### config.mk
export PLATFORM = sky130hd
export DESIGN_NAME = wscs_ctrl
export DESIGN_NICKNAME = d
export VERILOG_FILES = /design/src/wscs_pkg.sv /design/src/wscs_ctrl.sv /design/src/wscs_reset_sync.sv /design/src/wscs_nibble_range.sv
export SDC_FILE = /design/constraint.sdc
export NUM_CORES = 1
export LEC_CHECK = 0
export ABC_AREA = 1
export BUFFER_PORTS_ARGS = -buffer_cell sky130_fd_sc_hd__buf_2
export CAP_MARGIN = 30
export CORE_MARGIN = 4
export CORE_UTILIZATION = 60
export DETAILED_ROUTE_END_ITERATION = 6
export PLACE_DENSITY = 0.84
export SKIP_LAST_GASP = 1
export SYNTH_ARGS = -nofsm -noshare
export SYNTH_HDL_FRONTEND = slang
export SYNTH_SLANG_ARGS = --single-unit
### constraint.sdc
create_clock -name clk -period 4.07 [get_ports clk]
set_input_delay 0.407 -clock clk [delete_from_list [all_inputs] [get_ports clk]]
set_output_delay 0.407 -clock clk [all_outputs]
set_load 0.05 [all_outputs]
### src/wscs_pkg.sv
package wscs_pkg;
  // Control register indices
  localparam logic [7:0] WSCS_IDX_WAIT_CTRL = 8'h00;
  localparam logic [7:0] WSCS_IDX_MEM_RANGE = 8'h01;
  localparam logic [7:0] WSCS_IDX_SEL_BOUND = 8'h02;
  localparam logic [7:0] WSCS_IDX_MISC = 8'h03;

  // Reset values
  localparam logic [7:0] WSCS_RST_WAIT_CTRL = 8'hff;
  localparam logic [7:0] WSCS_RST_MEM_RANGE = 8'hf0;
  localparam logic [7:0] WSCS_RST_SEL_BOUND = 8'h0f;
  localparam logic [7:0] WSCS_RST_MISC = 8'h0d;

  // Wait control fields
  localparam int WSCS_WC_DAISY_LSB = 6;
  localparam int WSCS_WC_VECTOR_BIT = 5;
  localparam int WSCS_WC_FETCH_BIT = 4;
  localparam int WSCS_WC_MEM_LSB = 2;
  localparam int WSCS_WC_IO_LSB = 0;

  // Misc option fields
  localparam int WSCS_MC_LOW_EN_BIT = 0;
  localparam int WSCS_MC_HIGH_EN_BIT = 1;
  localparam int WSCS_MC_HALT_LSB = 2;
  localparam int WSCS_MC_DIV_BYPASS_BIT = 4;
  localparam logic [7:0] WSCS_MC_WRITE_MASK = 8'h1f;

  // Halt clock modes
  localparam logic [1:0] WSCS_HALT_IDLE_OSC = 2'b00;
  localparam logic [1:0] WSCS_HALT_IDLE_TIMER = 2'b01;
  localparam logic [1:0] WSCS_HALT_STOP = 2'b10;
  localparam logic [1:0] WSCS_HALT_RUN = 2'b11;

  // Fetch sequence constants
  localparam logic [4:0] WSCS_DEFAULT_FETCHES = 5'd16;
  localparam logic [7:0] WSCS_OP_PREFIX = 8'hed;
  localparam logic [7:0] WSCS_OP_RETURN = 8'h4d;
  localparam logic [3:0] WSCS_ONE_WAIT = 4'h1;

  typedef struct packed {
    logic [3:0] addrHigh;
    logic mreqN;
    logic ioreqN;
    logic fetchN;
    logic rfshN;
    logic onChipIo;
    logic extWaitN;
    logic [7:0] data;
  } wscs_bus_t;

  typedef struct packed {
    logic write;
    logic [7:0] index;
    logic [7:0] wdata;
  } wscs_reg_req_t;

  typedef struct packed {
    logic oscRun;
    logic clkOutRun;
    logic coreRun;
    logic timerRun;
    logic divBypass;
  } wscs_clk_ctrl_t;
endpackage

### src/wscs_ctrl.sv
module wscs_ctrl
  import wscs_pkg::*;
(
  input wire logic clk,
  input wire logic reset_n,
  input wire wscs_pkg::wscs_bus_t bus,
  input wire wscs_pkg::wscs_reg_req_t regReq,
  input wire logic haltStateN,
  input wire logic intN,
  input wire logic nmiN,
  output logic [7:0] regRdData_q,
  output logic low_region_select_n_q,
  output logic high_region_select_n_q,
  output logic cpuWaitN_q,
  output wscs_pkg::wscs_clk_ctrl_t clkCtrl_q
);
  import wscs_pkg::*;

  typedef enum logic [1:0] {WSCS_CLK_RUN, WSCS_CLK_HALTED} wscs_clk_state_t;
  logic rstN;
  logic [7:0] waitCtrl_q;
  logic [7:0] memRange_q;
  logic [7:0] selBound_q;
  logic [7:0] misc_q;
  logic programmed_q;
  logic [4:0] fetchCount_q;
  logic prevMreqN_q;
  logic prevIoreqN_q;
  logic prevFetchN_q;
  logic prevHaltN_q;
  logic pendFetch_q;
  logic afterPrefix_q;
  logic retiFetch_q;
  logic daisyPhase_q;
  logic [3:0] waitCnt_q;
  logic [3:0] waitCnt_d;
  wscs_clk_state_t clkState_q;

  logic memInRange;
  logic lowInRange;
  logic highInRange;
  logic fetchFall;
  logic fetchRise;
  logic mreqFall;
  logic ioreqFall;
  logic fetchStart;
  logic intaStart;
  logic memStart;
  logic ioStart;
  logic vectorStart;
  logic haltEntry;
  logic wakeUp;
  logic [3:0] memWaits;
  logic [3:0] fetchWaits;
  logic [3:0] ioWaits;
  logic [3:0] daisyWaits;
  logic [3:0] retiExtra;
  logic retiLong;
  logic [1:0] haltMode;

  wscs_reset_sync resetSync (
    .clk(clk),
    .reset_n(reset_n),
    .rstN(rstN)
  );

  wscs_nibble_range memRangeCmp (
    .value(bus.addrHigh),
    .lower(memRange_q[3:0]),
    .upper(memRange_q[7:4]),
    .inRange(memInRange)
  );
  wscs_nibble_range lowSelCmp (
    .value(bus.addrHigh),
    .lower(4'h0),
    .upper(selBound_q[3:0]),
    .inRange(lowInRange)
  );
  wscs_nibble_range highSelCmp (
    .value(bus.addrHigh),
    .lower(selBound_q[3:0] + 4'h1),
    .upper(selBound_q[7:4]),
    .inRange(highInRange)
  );

  assign fetchFall = prevFetchN_q && !bus.fetchN;
  assign fetchRise = !prevFetchN_q && bus.fetchN;
  assign mreqFall = prevMreqN_q && !bus.mreqN;
  assign ioreqFall = prevIoreqN_q && !bus.ioreqN;
  // A fetch shows its memory request one sample after the strobe; an acknowledge never does
  assign fetchStart = pendFetch_q && !bus.mreqN;
  assign intaStart = pendFetch_q && bus.mreqN && !bus.fetchN;
  assign memStart = mreqFall && bus.fetchN && bus.rfshN;
  assign ioStart = ioreqFall && bus.fetchN;
  assign vectorStart = ioreqFall && !bus.fetchN;
  assign haltEntry = prevHaltN_q && !haltStateN;
  assign wakeUp = !intN || !nmiN;
  assign haltMode = misc_q[WSCS_MC_HALT_LSB +: 2];

  // Boundary wraps at F, so the high select is gated off there by an explicit check, as intended
  assign memWaits = memInRange ? {2'b00, waitCtrl_q[WSCS_WC_MEM_LSB +: 2]} : 4'h0;
  assign fetchWaits = memWaits + {3'b000, waitCtrl_q[WSCS_WC_FETCH_BIT]};
  assign ioWaits = bus.onChipIo ? 4'h0 : {1'b0, waitCtrl_q[WSCS_WC_IO_LSB +: 2], 1'b0};
  assign daisyWaits = {1'b0, waitCtrl_q[WSCS_WC_DAISY_LSB +: 2], 1'b0};
  assign retiLong = waitCtrl_q[WSCS_WC_DAISY_LSB + 1];
  assign retiExtra = waitCtrl_q[WSCS_WC_DAISY_LSB] ? 4'h3 : 4'h1;

  always_ff @(posedge clk or negedge rstN) begin
    if (!rstN) begin
      prevMreqN_q <= 1'b1;
      prevIoreqN_q <= 1'b1;
      prevFetchN_q <= 1'b1;
      prevHaltN_q <= 1'b1;
      pendFetch_q <= 1'b0;
    end else begin
      prevMreqN_q <= bus.mreqN;
      prevIoreqN_q <= bus.ioreqN;
      prevFetchN_q <= bus.fetchN;
      prevHaltN_q <= haltStateN;
      pendFetch_q <= fetchFall;
    end
  end

  // Register writes; a write beats the default expiry in the same cycle
  always_ff @(posedge clk or negedge rstN) begin
    if (!rstN) begin
      waitCtrl_q <= WSCS_RST_WAIT_CTRL;
      memRange_q <= WSCS_RST_MEM_RANGE;
      selBound_q <= WSCS_RST_SEL_BOUND;
      misc_q <= WSCS_RST_MISC;
      programmed_q <= 1'b0;
    end else if (regReq.write) begin
      if (regReq.index == WSCS_IDX_WAIT_CTRL) begin
        waitCtrl_q <= regReq.wdata;
        programmed_q <= 1'b1;
      end else if (regReq.index == WSCS_IDX_MEM_RANGE) begin
        memRange_q <= regReq.wdata;
      end else if (regReq.index == WSCS_IDX_SEL_BOUND) begin
        selBound_q <= regReq.wdata;
      end else if (regReq.index == WSCS_IDX_MISC) begin
        // Reserved top bits are held at zero whatever is written
        misc_q <= regReq.wdata & WSCS_MC_WRITE_MASK;
      end
    end else if (fetchRise && !programmed_q && fetchCount_q == WSCS_DEFAULT_FETCHES - 5'd1) begin
      waitCtrl_q <= 8'h00;
    end
  end

  // Counts trailing fetch edges until the defaults expire
  always_ff @(posedge clk or negedge rstN) begin
    if (!rstN) begin
      fetchCount_q <= 5'd0;
    end else if (fetchRise && fetchCount_q != WSCS_DEFAULT_FETCHES) begin
      fetchCount_q <= fetchCount_q + 5'd1;
    end
  end

  always_ff @(posedge clk or negedge rstN) begin
    if (!rstN) begin
      regRdData_q <= 8'h00;
    end else if (regReq.index == WSCS_IDX_WAIT_CTRL) begin
      regRdData_q <= waitCtrl_q;
    end else if (regReq.index == WSCS_IDX_MEM_RANGE) begin
      regRdData_q <= memRange_q;
    end else if (regReq.index == WSCS_IDX_SEL_BOUND) begin
      regRdData_q <= selBound_q;
    end else if (regReq.index == WSCS_IDX_MISC) begin
      regRdData_q <= misc_q;
    end else begin
      regRdData_q <= 8'h00;
    end
  end

  // Return-from-interrupt tracking: a prefix fetch arms the next one; the opcode is
  // taken as the fetch starts, since the released bus no longer holds it at the end
  always_ff @(posedge clk or negedge rstN) begin
    if (!rstN) begin
      afterPrefix_q <= 1'b0;
      retiFetch_q <= 1'b0;
    end else begin
      if (fetchStart) begin
        afterPrefix_q <= !(afterPrefix_q && retiLong) && bus.data == WSCS_OP_PREFIX;
        retiFetch_q <= afterPrefix_q && retiLong;
      end else if (fetchRise || (retiFetch_q && bus.data == WSCS_OP_RETURN)) begin
        retiFetch_q <= 1'b0;
      end
    end
  end

  always_comb begin
    waitCnt_d = (waitCnt_q != 4'h0) ? waitCnt_q - 4'h1 : 4'h0;
    if (fetchStart) begin
      waitCnt_d = fetchWaits + ((afterPrefix_q && retiLong) ? WSCS_ONE_WAIT : 4'h0);
    end else if (intaStart) begin
      waitCnt_d = daisyWaits;
    end else if (memStart) begin
      waitCnt_d = memWaits;
    end else if (ioStart) begin
      waitCnt_d = ioWaits;
    end else if (vectorStart) begin
      waitCnt_d = {3'b000, waitCtrl_q[WSCS_WC_VECTOR_BIT]};
    end else if (retiFetch_q && bus.data == WSCS_OP_RETURN) begin
      // Opcode is seen a cycle late; the wait already loaded counts toward the total
      waitCnt_d = waitCnt_q - 4'h1 + retiExtra;
    end
  end

  always_ff @(posedge clk or negedge rstN) begin
    if (!rstN) begin
      waitCnt_q <= 4'h0;
      daisyPhase_q <= 1'b0;
    end else begin
      waitCnt_q <= waitCnt_d;
      daisyPhase_q <= intaStart || (daisyPhase_q && bus.ioreqN && !bus.fetchN);
    end
  end

  // External wait only counts once internal waits are spent, except in daisy settle
  always_ff @(posedge clk or negedge rstN) begin
    if (!rstN) begin
      cpuWaitN_q <= 1'b1;
    end else begin
      cpuWaitN_q <= !((waitCnt_d != 4'h0) ||
                      (!bus.extWaitN && (waitCnt_d == 4'h0 || daisyPhase_q)));
    end
  end

  // Selects only in real memory cycles, never refresh
  always_ff @(posedge clk or negedge rstN) begin
    if (!rstN) begin
      low_region_select_n_q <= 1'b1;
      high_region_select_n_q <= 1'b1;
    end else begin
      low_region_select_n_q <= !(!bus.mreqN && bus.rfshN && misc_q[WSCS_MC_LOW_EN_BIT] &&
                                 lowInRange);
      high_region_select_n_q <= !(!bus.mreqN && bus.rfshN && misc_q[WSCS_MC_HIGH_EN_BIT] &&
                                  highInRange && selBound_q[3:0] != 4'hf);
    end
  end

  always_ff @(posedge clk or negedge rstN) begin
    if (!rstN) begin
      clkState_q <= WSCS_CLK_RUN;
    end else begin
      case (clkState_q)
        WSCS_CLK_RUN: begin
          if (haltEntry && haltMode != WSCS_HALT_RUN) begin
            clkState_q <= WSCS_CLK_HALTED;
          end
        end
        WSCS_CLK_HALTED: begin
          if (wakeUp) begin
            clkState_q <= WSCS_CLK_RUN;
          end
        end
        default: clkState_q <= WSCS_CLK_RUN;
      endcase
    end
  end

  // Clock gating; the mode is latched with the halt, so a later write has no effect
  always_ff @(posedge clk or negedge rstN) begin
    if (!rstN) begin
      clkCtrl_q <= '{oscRun: 1'b1, clkOutRun: 1'b1, coreRun: 1'b1, timerRun: 1'b1,
                     divBypass: 1'b0};
    end else begin
      clkCtrl_q.divBypass <= misc_q[WSCS_MC_DIV_BYPASS_BIT];
      if (clkState_q == WSCS_CLK_HALTED && wakeUp) begin
        clkCtrl_q.oscRun <= 1'b1;
        clkCtrl_q.clkOutRun <= 1'b1;
        clkCtrl_q.coreRun <= 1'b1;
        clkCtrl_q.timerRun <= 1'b1;
      end else if (clkState_q == WSCS_CLK_RUN && haltEntry) begin
        case (haltMode)
          WSCS_HALT_IDLE_OSC: begin
            clkCtrl_q.clkOutRun <= 1'b0;
            clkCtrl_q.coreRun <= 1'b0;
            clkCtrl_q.timerRun <= 1'b0;
          end
          WSCS_HALT_IDLE_TIMER: begin
            clkCtrl_q.coreRun <= 1'b0;
          end
          WSCS_HALT_STOP: begin
            clkCtrl_q.oscRun <= 1'b0;
            clkCtrl_q.clkOutRun <= 1'b0;
            clkCtrl_q.coreRun <= 1'b0;
            clkCtrl_q.timerRun <= 1'b0;
          end
          default: begin
            clkCtrl_q.coreRun <= 1'b1;
          end
        endcase
      end
    end
  end
endmodule

### src/wscs_reset_sync.sv
module wscs_reset_sync (
  input wire logic clk,
  input wire logic reset_n,
  output logic rstN
);
  logic stage1_q;

  // First stage feeds only the second
  always_ff @(posedge clk or negedge reset_n) begin
    if (!reset_n) begin
      stage1_q <= 1'b0;
      rstN <= 1'b0;
    end else begin
      stage1_q <= 1'b1;
      rstN <= stage1_q;
    end
  end
endmodule

### src/wscs_nibble_range.sv
module wscs_nibble_range (
  input wire logic [3:0] value,
  input wire logic [3:0] lower,
  input wire logic [3:0] upper,
  output logic inRange
);
  assign inRange = (value >= lower) && (value <= upper);
endmodule

==> impl_metrics.env, run 1 <==
export IMPL_detail_route_antenna_nets=0
export IMPL_drv_slew=0
export IMPL_overflow=0
export IMPL_grt_pass1_vias=3179
export IMPL_synthCells=437
export IMPL_ir_drop_v=0.000344
export IMPL_r2r_slack_ns=1.55
export IMPL_synthXorXnorAreaFrac_pct=1.67
export IMPL_nets=570
export IMPL_synth_compound_area_share_pct=12.4
export IMPL_cts_resized=0
export IMPL_antenna_found_initial=0
export IMPL_drt_first_iter_violations=185
export IMPL_antenna_cells=0
export IMPL_cts_path_max_buffers=2
export IMPL_fin_worst_skew_ns=0.00713
export IMPL_synth_cell_types=41
export IMPL_pre_cts_ws_ns=1.55
export IMPL_tritoncts="yes"
export IMPL_status="finished clean"
export IMPL_mostFrequentLayoutCell="nand2_1"
export IMPL_wirelength_um=8080
export IMPL_cpMaxStageDelayCell="dfstp_2"
export IMPL_internal_power_w=0.00126
export IMPL_root_buffer="clkbuf_8"
export IMPL_postCtsSetupBuffers=0
export IMPL_path_common_cell="nand2_1"
export IMPL_cap_violations=0
export IMPL_setup_viol=0
export IMPL_crit_buf_inv=2
export IMPL_cp_arrival_ns=2.80
export IMPL_clk_latency_ns=0.35
export IMPL_p_seq_share_pct=41.2
export IMPL_grt_max_degree=51
export IMPL_synth_top_cell_area_share_pct=23.9
export IMPL_initial_core_util_pct=61.9
export IMPL_async_reset_ff_share_pct=100
export IMPL_dp_cells=565
export IMPL_dr_pass1_iters=4
export IMPL_place_hpwl_um=6270
export IMPL_power_density_nw_per_um2=453
export IMPL_cp_end_kind="flip-flop"
export IMPL_rows=28
export IMPL_hold_ws_ns=0.144
export IMPL_critPathKind="flip-flop to flip-flop"
export IMPL_holdBufCountCts=1
export IMPL_fin_ws_ns=1.55
export IMPL_clk_pin_slew_ns=0.07
export IMPL_rr_endpoint="cpuWaitN_q"
export IMPL_crit_path_cell_trace="inv_1, ha_1, nand2_1, nand2_1, nand2_1, nand2_1, nand2_1, nand3_1, fa_1, inv_1, ha_1, or2_2, nand2_1, nand2_1, nor2_1"
export IMPL_worstPathRequired_ns=4.35
export IMPL_relSlewSlack_pct=59.7
export IMPL_gp_congestion=0.860
export IMPL_cts_made_buffers=9
export IMPL_crit_family="simple AND/OR/NAND/NOR gates"
export IMPL_p_switching_w=0.000659
export IMPL_synth_area_per_cell_um2=8.39
export IMPL_synth_top_cell_by_area="dfrtp_1"
export IMPL_clock_sinks=64
export IMPL_holdCritPathClass="flip-flop to asynchronous set/reset pin"
export IMPL_grt_usage_pct=24.4
export IMPL_r2r_cells=15
export IMPL_startpoint="memRange_q[5]"
export IMPL_synth_nets=505
export IMPL_drc_errors=0
export IMPL_ys_seq_area_share_pct=44.7
export IMPL_fin_crit_ns=2.52
export IMPL_synth_flop_cell="dfrtp_1"
export IMPL_wire_per_inst_um=13.9
export IMPL_fillCellCount=473
export IMPL_hold_viol_final=0
export IMPL_portBuffers=55
export IMPL_grt_setup_unrepaired="no"
export IMPL_cp_max_fo=3
export IMPL_design_die_area_um2=7420
export IMPL_drive_gt1_share_pct=25.0
export IMPL_fin_tns_setup_ns=0
export IMPL_area_delta_synth_final_pct=15.5
export IMPL_max_freq_mhz=398
export IMPL_power_leakage_nw=2.26
export IMPL_switching_share_pct=34.4
export IMPL_muxShareOfSynthArea_pct=0
export IMPL_max_stage_delay_ns=0.53
export IMPL_grt_pass1_wl_um=14200
export IMPL_yosys_top_cells_area="dfrtp_1 24%, dfstp_2 21%, nand2_1 11%"
export IMPL_viasPerCell=5.35
export IMPL_synth_edf_count=0
export IMPL_clkPwrFrac_pct=31.0
export IMPL_r2r_start="memRange_q[5]"
export IMPL_core_area_um2=5920
export IMPL_synth_top_family_by_area="simple AND/OR/NAND/NOR gates"
export IMPL_fin_cells=582
export IMPL_fp_dieH_um=86.2
export IMPL_crit_path_start_kind="flip-flop"
export IMPL_synthSimpleGateAreaFrac_pct=21.5
export IMPL_min_period_over_period_pct=61.8
export IMPL_htreeDepth=3
export IMPL_final_cell_mix="103 x nand2_1, 83 x inv_1, 55 x buf_2"
export IMPL_ys_warn_count=0
export IMPL_post_route_util_pct=71.5
export IMPL_netlist_area_um2=3670
export IMPL_tightest_slew_ns=0.604
export IMPL_ys_ff_latch=64
export IMPL_vias=3112
export IMPL_comb_power_share_pct=27.7
export IMPL_synth_fa_ha_area_share_pct=9.76
export IMPL_die_x_um=86.2
export IMPL_io_pins=56
through the flow:
| stage | area [um2] | power, W |
|---|---|---|
| finish | 4240 | 0.00192 |
| global route | 4240 | 0.00206 |
| detailed placement | 4010 | 0.00133 |
| floorplan | 3670 | 0.00119 |
| global placement | 4010 | 0.00129 |
| CTS | 4240 | 0.00193 |
layer usage:
metal / wire [um] / track usage (%) / vias to the layer above
met5: 0 / 0 / -
met2: 3990 / 42.0 / 106
met3: 547 / 5.19 / 16
li1: - / - / 1534
met4: 160 / 9.50 / 0
met1: 3390 / 29.6 / 1456
layout make-up:
cell class / count / area [um2] / area share [%]
Timing Repair Buffer: 57 / 293 / 6.91
Clock buffer: 9 / 124 / 2.92
Tap cell: 75 / 93.8 / 2.22
Clock inverter: 7 / 96.3 / 2.27
Multi-Input combinational cell: 284 / 1660 / 39.3
Inverter: 86 / 327 / 7.71
Sequential cell: 64 / 1640 / 38.7
power by group through the flow:
stage | clock [W] | combinational (W) | sequential [W]
floorplan | 0 | 0.000351 | 0.000841
global placement | 0 | 0.000494 | 0.000796
detailed placement | 0 | 0.000525 | 0.000800
CTS | 0.000603 | 0.000532 | 0.000791
global route | 0.000634 | 0.000618 | 0.000803
finish | 0.000595 | 0.000532 | 0.000791
flip-flops by register name (all words and copies together) (netlist names), 4 cells and up:
signal / cells
selBound_q: 8
clkCtrl_q: 4
waitCtrl_q: 8
waitCnt_q: 4
fetchCount_q: 5
memRange_q: 8
misc_q: 5
regRdData_q: 8
cell families (layout without fill, tap and decap cells):
kind of cell	after synthesis	count (layout)
xor+xnor	7	7
compound gates	73	73
simple gates	175	175
other cells	1	1
buf+inv	89	159
fa+ha+maj	28	28
flops	64	64
synthesized netlist by cell type (2+ instances only):
| master | instances |
|---|---|
| or2_2 | 3 |
| nor3_1 | 3 |
| inv_1 | 83 |
| o21a_1 | 2 |
| nor2_4 | 2 |
| ha_1 | 27 |
| dfstp_2 | 29 |
| o21ai_0 | 22 |
| dfrtp_1 | 35 |
| nand2_2 | 3 |
| o21ai_1 | 8 |
| nand4_1 | 6 |
| o21ai_2 | 9 |
| a21oi_1 | 14 |
| nand3_1 | 24 |
| o22ai_1 | 8 |
| nand2_1 | 103 |
| xor2_1 | 6 |
| o221ai_1 | 3 |
| nor2_1 | 26 |
worst max path at each step:
stage	end	cells after the start	slack [ns]
2_1_floorplan	cpuWaitN_q	15	1.72
3_3_place_gp	cpuWaitN_q	15	1.59
5_1_grt	cpuWaitN_q	15	1.39
4_1_cts	cpuWaitN_q	15	1.56
3_5_place_dp	cpuWaitN_q	15	1.55
6_report	cpuWaitN_q	15	1.55
Note: power is estimated with default switching activity, not from simulation.
==> run 2: changes to the inputs <==
--- a/config.mk
+++ b/config.mk
@@ -5,13 +5,13 @@
 export SDC_FILE = /design/constraint.sdc
 export NUM_CORES = 1
 export LEC_CHECK = 0
-export ABC_AREA = 1
+export ABC_AREA = 0
 export BUFFER_PORTS_ARGS = -buffer_cell sky130_fd_sc_hd__buf_2
 export CAP_MARGIN = 30
 export CORE_MARGIN = 4
-export CORE_UTILIZATION = 60
+export CORE_UTILIZATION = 57
 export DETAILED_ROUTE_END_ITERATION = 6
-export PLACE_DENSITY = 0.84
+export PLACE_DENSITY = 0.8
 export SKIP_LAST_GASP = 1
 export SYNTH_ARGS = -nofsm -noshare
 export SYNTH_HDL_FRONTEND = slang
==> constraint.sdc (replaced) <==
create_clock -name clk -period 2.5 [get_ports clk]
set_input_delay 0.25 -clock clk [delete_from_list [all_inputs] [get_ports clk]]
set_output_delay 0.25 -clock clk [all_outputs]
set_load 0.05 [all_outputs]
==> run 2 against run 1 <==
Compared with the run above: the flow now finishes with violations (negative setup slack); first-iteration DRC count decreased by 8.6%; wire length rose by 4.7%; critical path type unchanged; register-to-register slack got worse by 1.7 ns; non-clock buffer count rose by 17; combinational power is 67% higher; power up 64%; highest routed layer unchanged; via count is 10% lower; clock skew up 0.00086 ns; core utilization is 0.71 points higher.
==> impl_metrics.env, run 2 <==
export IMPL_rows=28
export IMPL_r2r_cells=14
export IMPL_setup_viol=3
export IMPL_yosys_top_cells_area="dfrtp_1 25%, dfstp_2 22%, ha_1 9.6%"
export IMPL_ys_warn_count=0
export IMPL_synth_area_per_cell_um2=10.7
export IMPL_fin_crit_ns=2.68
export IMPL_cts_path_max_buffers=2
export IMPL_r2r_start="memRange_q[0]"
export IMPL_cp_max_fo=3
export IMPL_grt_setup_unrepaired="yes"
export IMPL_cap_violations=0
export IMPL_area_delta_synth_final_pct=22.3
export IMPL_wl_met1_um=3560
export IMPL_met3_length_um=465
export IMPL_power_density_nw_per_um2=731
export IMPL_async_reset_ff_share_pct=100
export IMPL_vias=2786
export IMPL_tritoncts="yes"
export IMPL_comb_power_share_pct=28.2
export IMPL_drive_gt1_share_pct=39.3
export IMPL_antenna_cells=0
export IMPL_max_freq_mhz=373
export IMPL_synth_top_family_by_area="simple AND/OR/NAND/NOR gates"
export IMPL_clk_latency_ns=0.34
export IMPL_ir_drop_v=0.000435
export IMPL_synth_nets=398
export IMPL_htreeDepth=3
export IMPL_synth_flop_cell="dfrtp_1"
export IMPL_viasPerCell=5.72
export IMPL_grt_max_degree=63
export IMPL_p_switching_w=0.000991
export IMPL_fin_ws_ns=-0.184
export IMPL_synth_compound_area_share_pct=12.2
export IMPL_core_area_um2=5960
export IMPL_p_seq_share_pct=41.2
export IMPL_wirelength_um=8470
export IMPL_overflow=0
export IMPL_multi_input_area_um2=1830
export IMPL_top_layer="met4"
export IMPL_synth_top_cell_by_area="dfrtp_1"
export IMPL_rr_endpoint="cpuWaitN_q"
export IMPL_design_die_area_um2=7490
export IMPL_holdCritPathClass="input pin to flip-flop"
export IMPL_power_leakage_nw=2.04
export IMPL_worstHoldStart="haltStateN"
export IMPL_cp_arrival_ns=2.94
export IMPL_clk_pin_slew_ns=0.07
export IMPL_ys_ff_latch=64
export IMPL_gp_congestion=0.958
export IMPL_hold_end="prevHaltN_q"
export IMPL_hold_ws_ns=0.00601
export IMPL_fin_worst_skew_ns=0.00798
export IMPL_clock_sinks=64
export IMPL_detail_route_antenna_nets=0
export IMPL_synth_cell_types=54
export IMPL_status="finished with violations"
export IMPL_violations="negative setup slack"
export IMPL_grt_usage_pct=23.9
export IMPL_root_buffer="clkbuf_8"
export IMPL_min_period_over_period_pct=107
export IMPL_drt_first_iter_violations=169
export IMPL_worstPathRequired_ns=2.76
export IMPL_ys_top_cells_by_count="35 x dfrtp_1, 29 x dfstp_2, 27 x ha_1, 27 x inv_1, 26 x nand2_1"
export IMPL_dr_pass1_iters=5
export IMPL_synthXorXnorAreaFrac_pct=1.74
export IMPL_place_hpwl_um=6020
export IMPL_antenna_found_initial=0
export IMPL_drc_errors=0
export IMPL_holdPathStages=1
export IMPL_relSlewSlack_pct=50.3
export IMPL_postPlaceCellArea_um2=3950
export IMPL_cts_made_buffers=9
export IMPL_muxShareOfSynthArea_pct=9.75
export IMPL_die_x_um=86.6
export IMPL_internal_power_w=0.00215
export IMPL_mostFrequentLayoutCell="buf_2"
export IMPL_crit_path_start_kind="flip-flop"
export IMPL_grt_pass1_wl_um=13500
export IMPL_final_cell_mix="55 x buf_2, 34 x dfrtp_1, 29 x dfstp_2"
export IMPL_fin_area_um2=4300
export IMPL_wire_per_inst_um=17.4
export IMPL_portBuffers=55
export IMPL_synth_top_cell_area_share_pct=24.9
export IMPL_critPathKind="flip-flop to flip-flop"
export IMPL_netlist_area_um2=3520
export IMPL_cp_end_kind="flip-flop"
export IMPL_drv_slew=0
export IMPL_initial_core_util_pct=59.1
export IMPL_synthSimpleGateAreaFrac_pct=15.3
export IMPL_synth_edf_count=0
export IMPL_synth_most_common_cell="dfrtp_1"
export IMPL_synth_fa_ha_area_share_pct=10.2
export IMPL_switching_share_pct=31.5
export IMPL_grt_pass1_vias=2711
export IMPL_synthCells=330
export IMPL_nets=475
export IMPL_ys_seq_area_share_pct=46.6
export IMPL_r2r_slack_ns=-0.18
export IMPL_fp_dieH_um=86.6
export IMPL_tightest_slew_ns=0.745
export IMPL_wl_met2_um=4250
export IMPL_hold_viol_final=0
export IMPL_regArea_um2=1640
export IMPL_clkPwrFrac_pct=30.7
export IMPL_io_pins=56
export IMPL_fillCellCount=432
-- run 2: cell count changes in the layout (fill, tap and decap cells not counted), sizes merged, moves of 8 or more --
cell | before | now
a22o | 0 | 8
o21ai | 40 | 19
nor2b | 0 | 10
nand3 | 24 | 12
inv | 85 | 27
buf | 56 | 72
mux2 | 0 | 16
nand2 | 107 | 26
-- run 2: cell families (layout without fill, tap and decap cells) --
group / Yosys count / in the layout
simple gates: 103 / 103
buf+inv: 35 / 117
mux: 26 / 26
fa+ha+maj: 28 / 28
other cells: 1 / 1
flops: 64 / 64
compound gates: 66 / 66
xor+xnor: 7 / 7
-- run 2: repair_timing --
action                                  4_1_cts  5_1_grt
setup buffers                                 1        2
endpoints found under the hold margin         2        1
resized for setup                             8       11
hold buffers                                  1        1
endpoints found under the setup margin        3        4
pin swaps                                     2        3
-- run 2: metrics by stage --
stage / setup WS, ns / utilization [%] / setup TNS [ns] / instances / total power, W
detailed placement: -0.261 / 66.3 / -0.394 / 466 / 0.00214
global route: -0.287 / 72.2 / -0.585 / 487 / 0.00333
CTS: -0.156 / 71.1 / -0.162 / 484 / 0.00313
floorplan: -0.0735 / - / -0.0735 / 330 / 0.00191
global placement: -0.129 / 66.3 / -0.169 / 466 / 0.00209
finish: -0.184 / 72.2 / -0.250 / 487 / 0.00315
-- run 2: worst max path at each step --
| stage | depth (start not counted) | to | slack (ns) | startpoint |
|---|---|---|---|---|
| after detailed placement | 16 | cpuWaitN_q | -0.26 | bus[14] |
| after global placement | 14 | cpuWaitN_q | -0.13 | memRange_q[6] |
| final | 14 | cpuWaitN_q | -0.18 | memRange_q[0] |
| after CTS | 14 | cpuWaitN_q | -0.16 | memRange_q[0] |
| after floorplan | 14 | cpuWaitN_q | -0.07 | memRange_q[6] |
| after global routing | 14 | cpuWaitN_q | -0.29 | memRange_q[0] |
-- run 2: critical path, cell delays in order, from the launching register on --
cell	delay, ns
dfrtp_1	0.42
ha_1	0.27
nand2b_1	0.15
a211oi_2	0.22
o21bai_1	0.12
and2_4	0.19
nand2_2	0.06
fa_2	0.19
inv_2	0.04
ha_4	0.15
nor2_4	0.10
nor3_2	0.05
o211ai_1	0.14
o211ai_1	0.17
nor4_2	0.29
-- run 2: routing by layer --
layer  vias up  track usage [%]
met2        80             38.8
met3        19             4.75
met4         0             11.3
met5         -                0
li1       1319                -
met1      1368             30.8
-- run 2: area by class of cell --
type | instances | share of cell area, %
Sequential cell | 64 | 38.1
Clock inverter | 3 | 1.51
Clock buffer | 13 | 3.46
Timing Repair Buffer | 74 | 9.83
Tap cell | 75 | 2.18
Multi-Input combinational cell | 231 | 42.6
Inverter | 27 | 2.36
-- run 2: power groups by stage --
stage / sequential, W / combinational, W / clock (W)
5_1_grt: 0.00131 / 0.000992 / 0.00103
4_1_cts: 0.00129 / 0.000859 / 0.000980
2_1_floorplan: 0.00134 / 0.000578 / 0
6_report: 0.00129 / 0.000886 / 0.000965
3_3_place_gp: 0.00130 / 0.000792 / 0
3_5_place_dp: 0.00130 / 0.000838 / 0
==> run 3: changes to the inputs <==
--- a/config.mk
+++ b/config.mk
@@ -9,9 +9,9 @@
 export BUFFER_PORTS_ARGS = -buffer_cell sky130_fd_sc_hd__buf_2
 export CAP_MARGIN = 30
 export CORE_MARGIN = 4
-export CORE_UTILIZATION = 57
+export CORE_UTILIZATION = 38
 export DETAILED_ROUTE_END_ITERATION = 6
-export PLACE_DENSITY = 0.8
+export PLACE_DENSITY = 0.57
 export SKIP_LAST_GASP = 1
 export SYNTH_ARGS = -nofsm -noshare
 export SYNTH_HDL_FRONTEND = slang
==> run 3 against run 2 <==
Compared with the run above: the run still ends with negative setup slack left; maximum frequency up 0.59%; first-iteration DRC count decreased by 37%; die area is 45% higher; final area rose by 1.7%; combinational power down 0.5%; worst hold slack better by 0.054 ns; setup slack gained 0.016 ns; flip-flop and latch count is the same; non-clock buffer count increased by 2; global-route usage is 7.8 points lower; critical path depth unchanged; count of clock-buffer cells in the layout decreased by 4; critical endpoint unchanged.
==> impl_metrics.env, run 3 (synthesized netlist as in run 2, its figures left out) <==
export IMPL_status="finished with violations"
export IMPL_violations="negative setup slack"
export IMPL_grt_usage_pct=16.1
export IMPL_rr_endpoint="cpuWaitN_q"
export IMPL_min_period_over_period_pct=107
export IMPL_tritoncts="yes"
export IMPL_critPathKind="flip-flop to flip-flop"
export IMPL_clk_pin_slew_ns=0.07
export IMPL_worstPathRequired_ns=2.75
export IMPL_overflow=0
export IMPL_vias=2680
export IMPL_fillCellCount=841
export IMPL_grt_pass1_wl_um=13800
export IMPL_ir_drop_v=0.000390
export IMPL_hold_viol_final=0
export IMPL_drive_gt1_share_pct=39.4
export IMPL_final_cell_mix="55 x buf_2, 34 x dfrtp_1, 29 x dfstp_2"
export IMPL_r2r_cells=14
export IMPL_antenna_cells=0
export IMPL_holdCritPathClass="input pin to flip-flop"
export IMPL_design_die_area_um2=10900
export IMPL_die_x_um=104
export IMPL_worstHoldStart="bus[13]"
export IMPL_cpMaxStageDelayCell="dfstp_2"
export IMPL_cap_violations=0
export IMPL_area_delta_synth_final_pct=24.4
export IMPL_wirelength_um=8380
export IMPL_drv_slew=0
export IMPL_htreeDepth=3
export IMPL_cts_made_buffers=9
export IMPL_rows=34
export IMPL_fin_tns_setup_ns=-0.168
export IMPL_grt_max_degree=44
export IMPL_dr_pass1_iters=4
export IMPL_hold_ws_ns=0.0596
export IMPL_r2r_start="memRange_q[7]"
export IMPL_core_area_um2=8850
export IMPL_portBuffers=55
export IMPL_clock_sinks=64
export IMPL_clk_latency_ns=0.35
export IMPL_place_hpwl_um=6400
export IMPL_initial_core_util_pct=39.7
export IMPL_relSlewSlack_pct=62.3
export IMPL_cp_max_fo=2
export IMPL_tightest_slew_ns=0.563
export IMPL_root_buffer="clkbuf_8"
export IMPL_antenna_found_initial=0
export IMPL_grt_pass1_vias=2826
export IMPL_power_density_nw_per_um2=726
export IMPL_cp_end_kind="flip-flop"
export IMPL_max_freq_mhz=375
export IMPL_setup_viol=1
export IMPL_viasPerCell=5.13
export IMPL_fin_ws_ns=-0.168
export IMPL_drt_first_iter_violations=106
export IMPL_max_stage_delay_ns=0.53
export IMPL_hold_end="prevMreqN_q"
export IMPL_io_pins=56
export IMPL_holdPathStages=1
export IMPL_fin_worst_skew_ns=0.0128
export IMPL_wire_per_inst_um=16.1
export IMPL_drc_errors=0
export IMPL_power_leakage_nw=2.06
export IMPL_cts_path_max_buffers=2
export IMPL_mostFrequentLayoutCell="buf_2"
export IMPL_grt_setup_unrepaired="yes"
export IMPL_crit_path_cell_trace="inv_1, ha_4, nand3_4, o21bai_1, o22ai_2, buf_4, buf_4, and3_1, ha_4, nor2_2, nor3_1, o211ai_1, o211ai_1, nor4_2"
export IMPL_nets=477
export IMPL_crit_path_start_kind="flip-flop"
export IMPL_fp_dieH_um=104
export IMPL_fin_crit_ns=2.67
export IMPL_detail_route_antenna_nets=0
export IMPL_cp_arrival_ns=2.92
export IMPL_gp_congestion=0.800
export IMPL_r2r_slack_ns=-0.17
## run 3: cell count changes in the layout (fill, tap and decap cells not counted), sizes merged
cell,change
inv,+3
clkbuf,-4
dlygate4sd3,+1
buf,+1
clkinv,+1
## run 3: layout make-up
type / instances / area (um2) / area share [%]
well taps: 108 / 135 / 3.09
flip-flops and latches: 64 / 1640 / 37.4
clock inverters: 7 / 100 / 2.29
inverters: 27 / 101 / 2.32
multi-input cells: 231 / 1820 / 41.7
repair buffers: 76 / 453 / 10.3
clock buffers: 9 / 124 / 2.83
## run 3: how the worst max path moves through the flow
stage	slack [ns]	startpoint	end
after CTS	-0.12	memRange_q[7]	cpuWaitN_q
after global placement	-0.17	memRange_q[6]	cpuWaitN_q
after global routing	-0.32	memRange_q[7]	cpuWaitN_q
after detailed placement	-0.26	memRange_q[6]	cpuWaitN_q
after floorplan	-0.07	memRange_q[6]	cpuWaitN_q
final	-0.17	memRange_q[7]	cpuWaitN_q
## run 3: critical path, delay by kind of cell (launching register included)
kind | cells | cell delay, ns
buf+inv | 3 | 0.33
flops | 1 | 0.53
simple gates | 5 | 0.74
compound gates | 4 | 0.53
fa+ha+maj | 2 | 0.45
## run 3: timing repair
action / in CTS / in global routing
gates resized for setup: 9 / 6
hold endpoints to repair: 4 / 0
setup buffers: 1 / 0
pin swaps: 2 / 1
hold buffers: 3 / 0
endpoints found under the setup margin: 3 / 3
## run 3: metrics by stage
stage                     area (um2)  total power, W  utilization [%]  instances  setup slack [ns]
after floorplan                 3520         0.00191                -        330           -0.0735
after global placement          4030         0.00213             45.5        502            -0.171
after detailed placement        4030         0.00216             45.5        502            -0.262
after CTS                       4350         0.00320             49.2        522            -0.120
after global routing            4380         0.00338             49.5        522            -0.316
final                           4380         0.00318             49.5        522            -0.168
## run 3: layer usage
layer  wire length, um  GRT usage (%)  vias up
met4               153           5.79        0
li1                  -              -     1325
met2              3940           25.6       65
met3               474           5.09       12
met5                 0              0        -
met1              3810           20.7     1278
## run 3: power by group
group          switching [W]  internal (W)
logic               0.000487      0.000395
registers           0.000107       0.00118
clock network       0.000434      0.000572
total                0.00103       0.00215
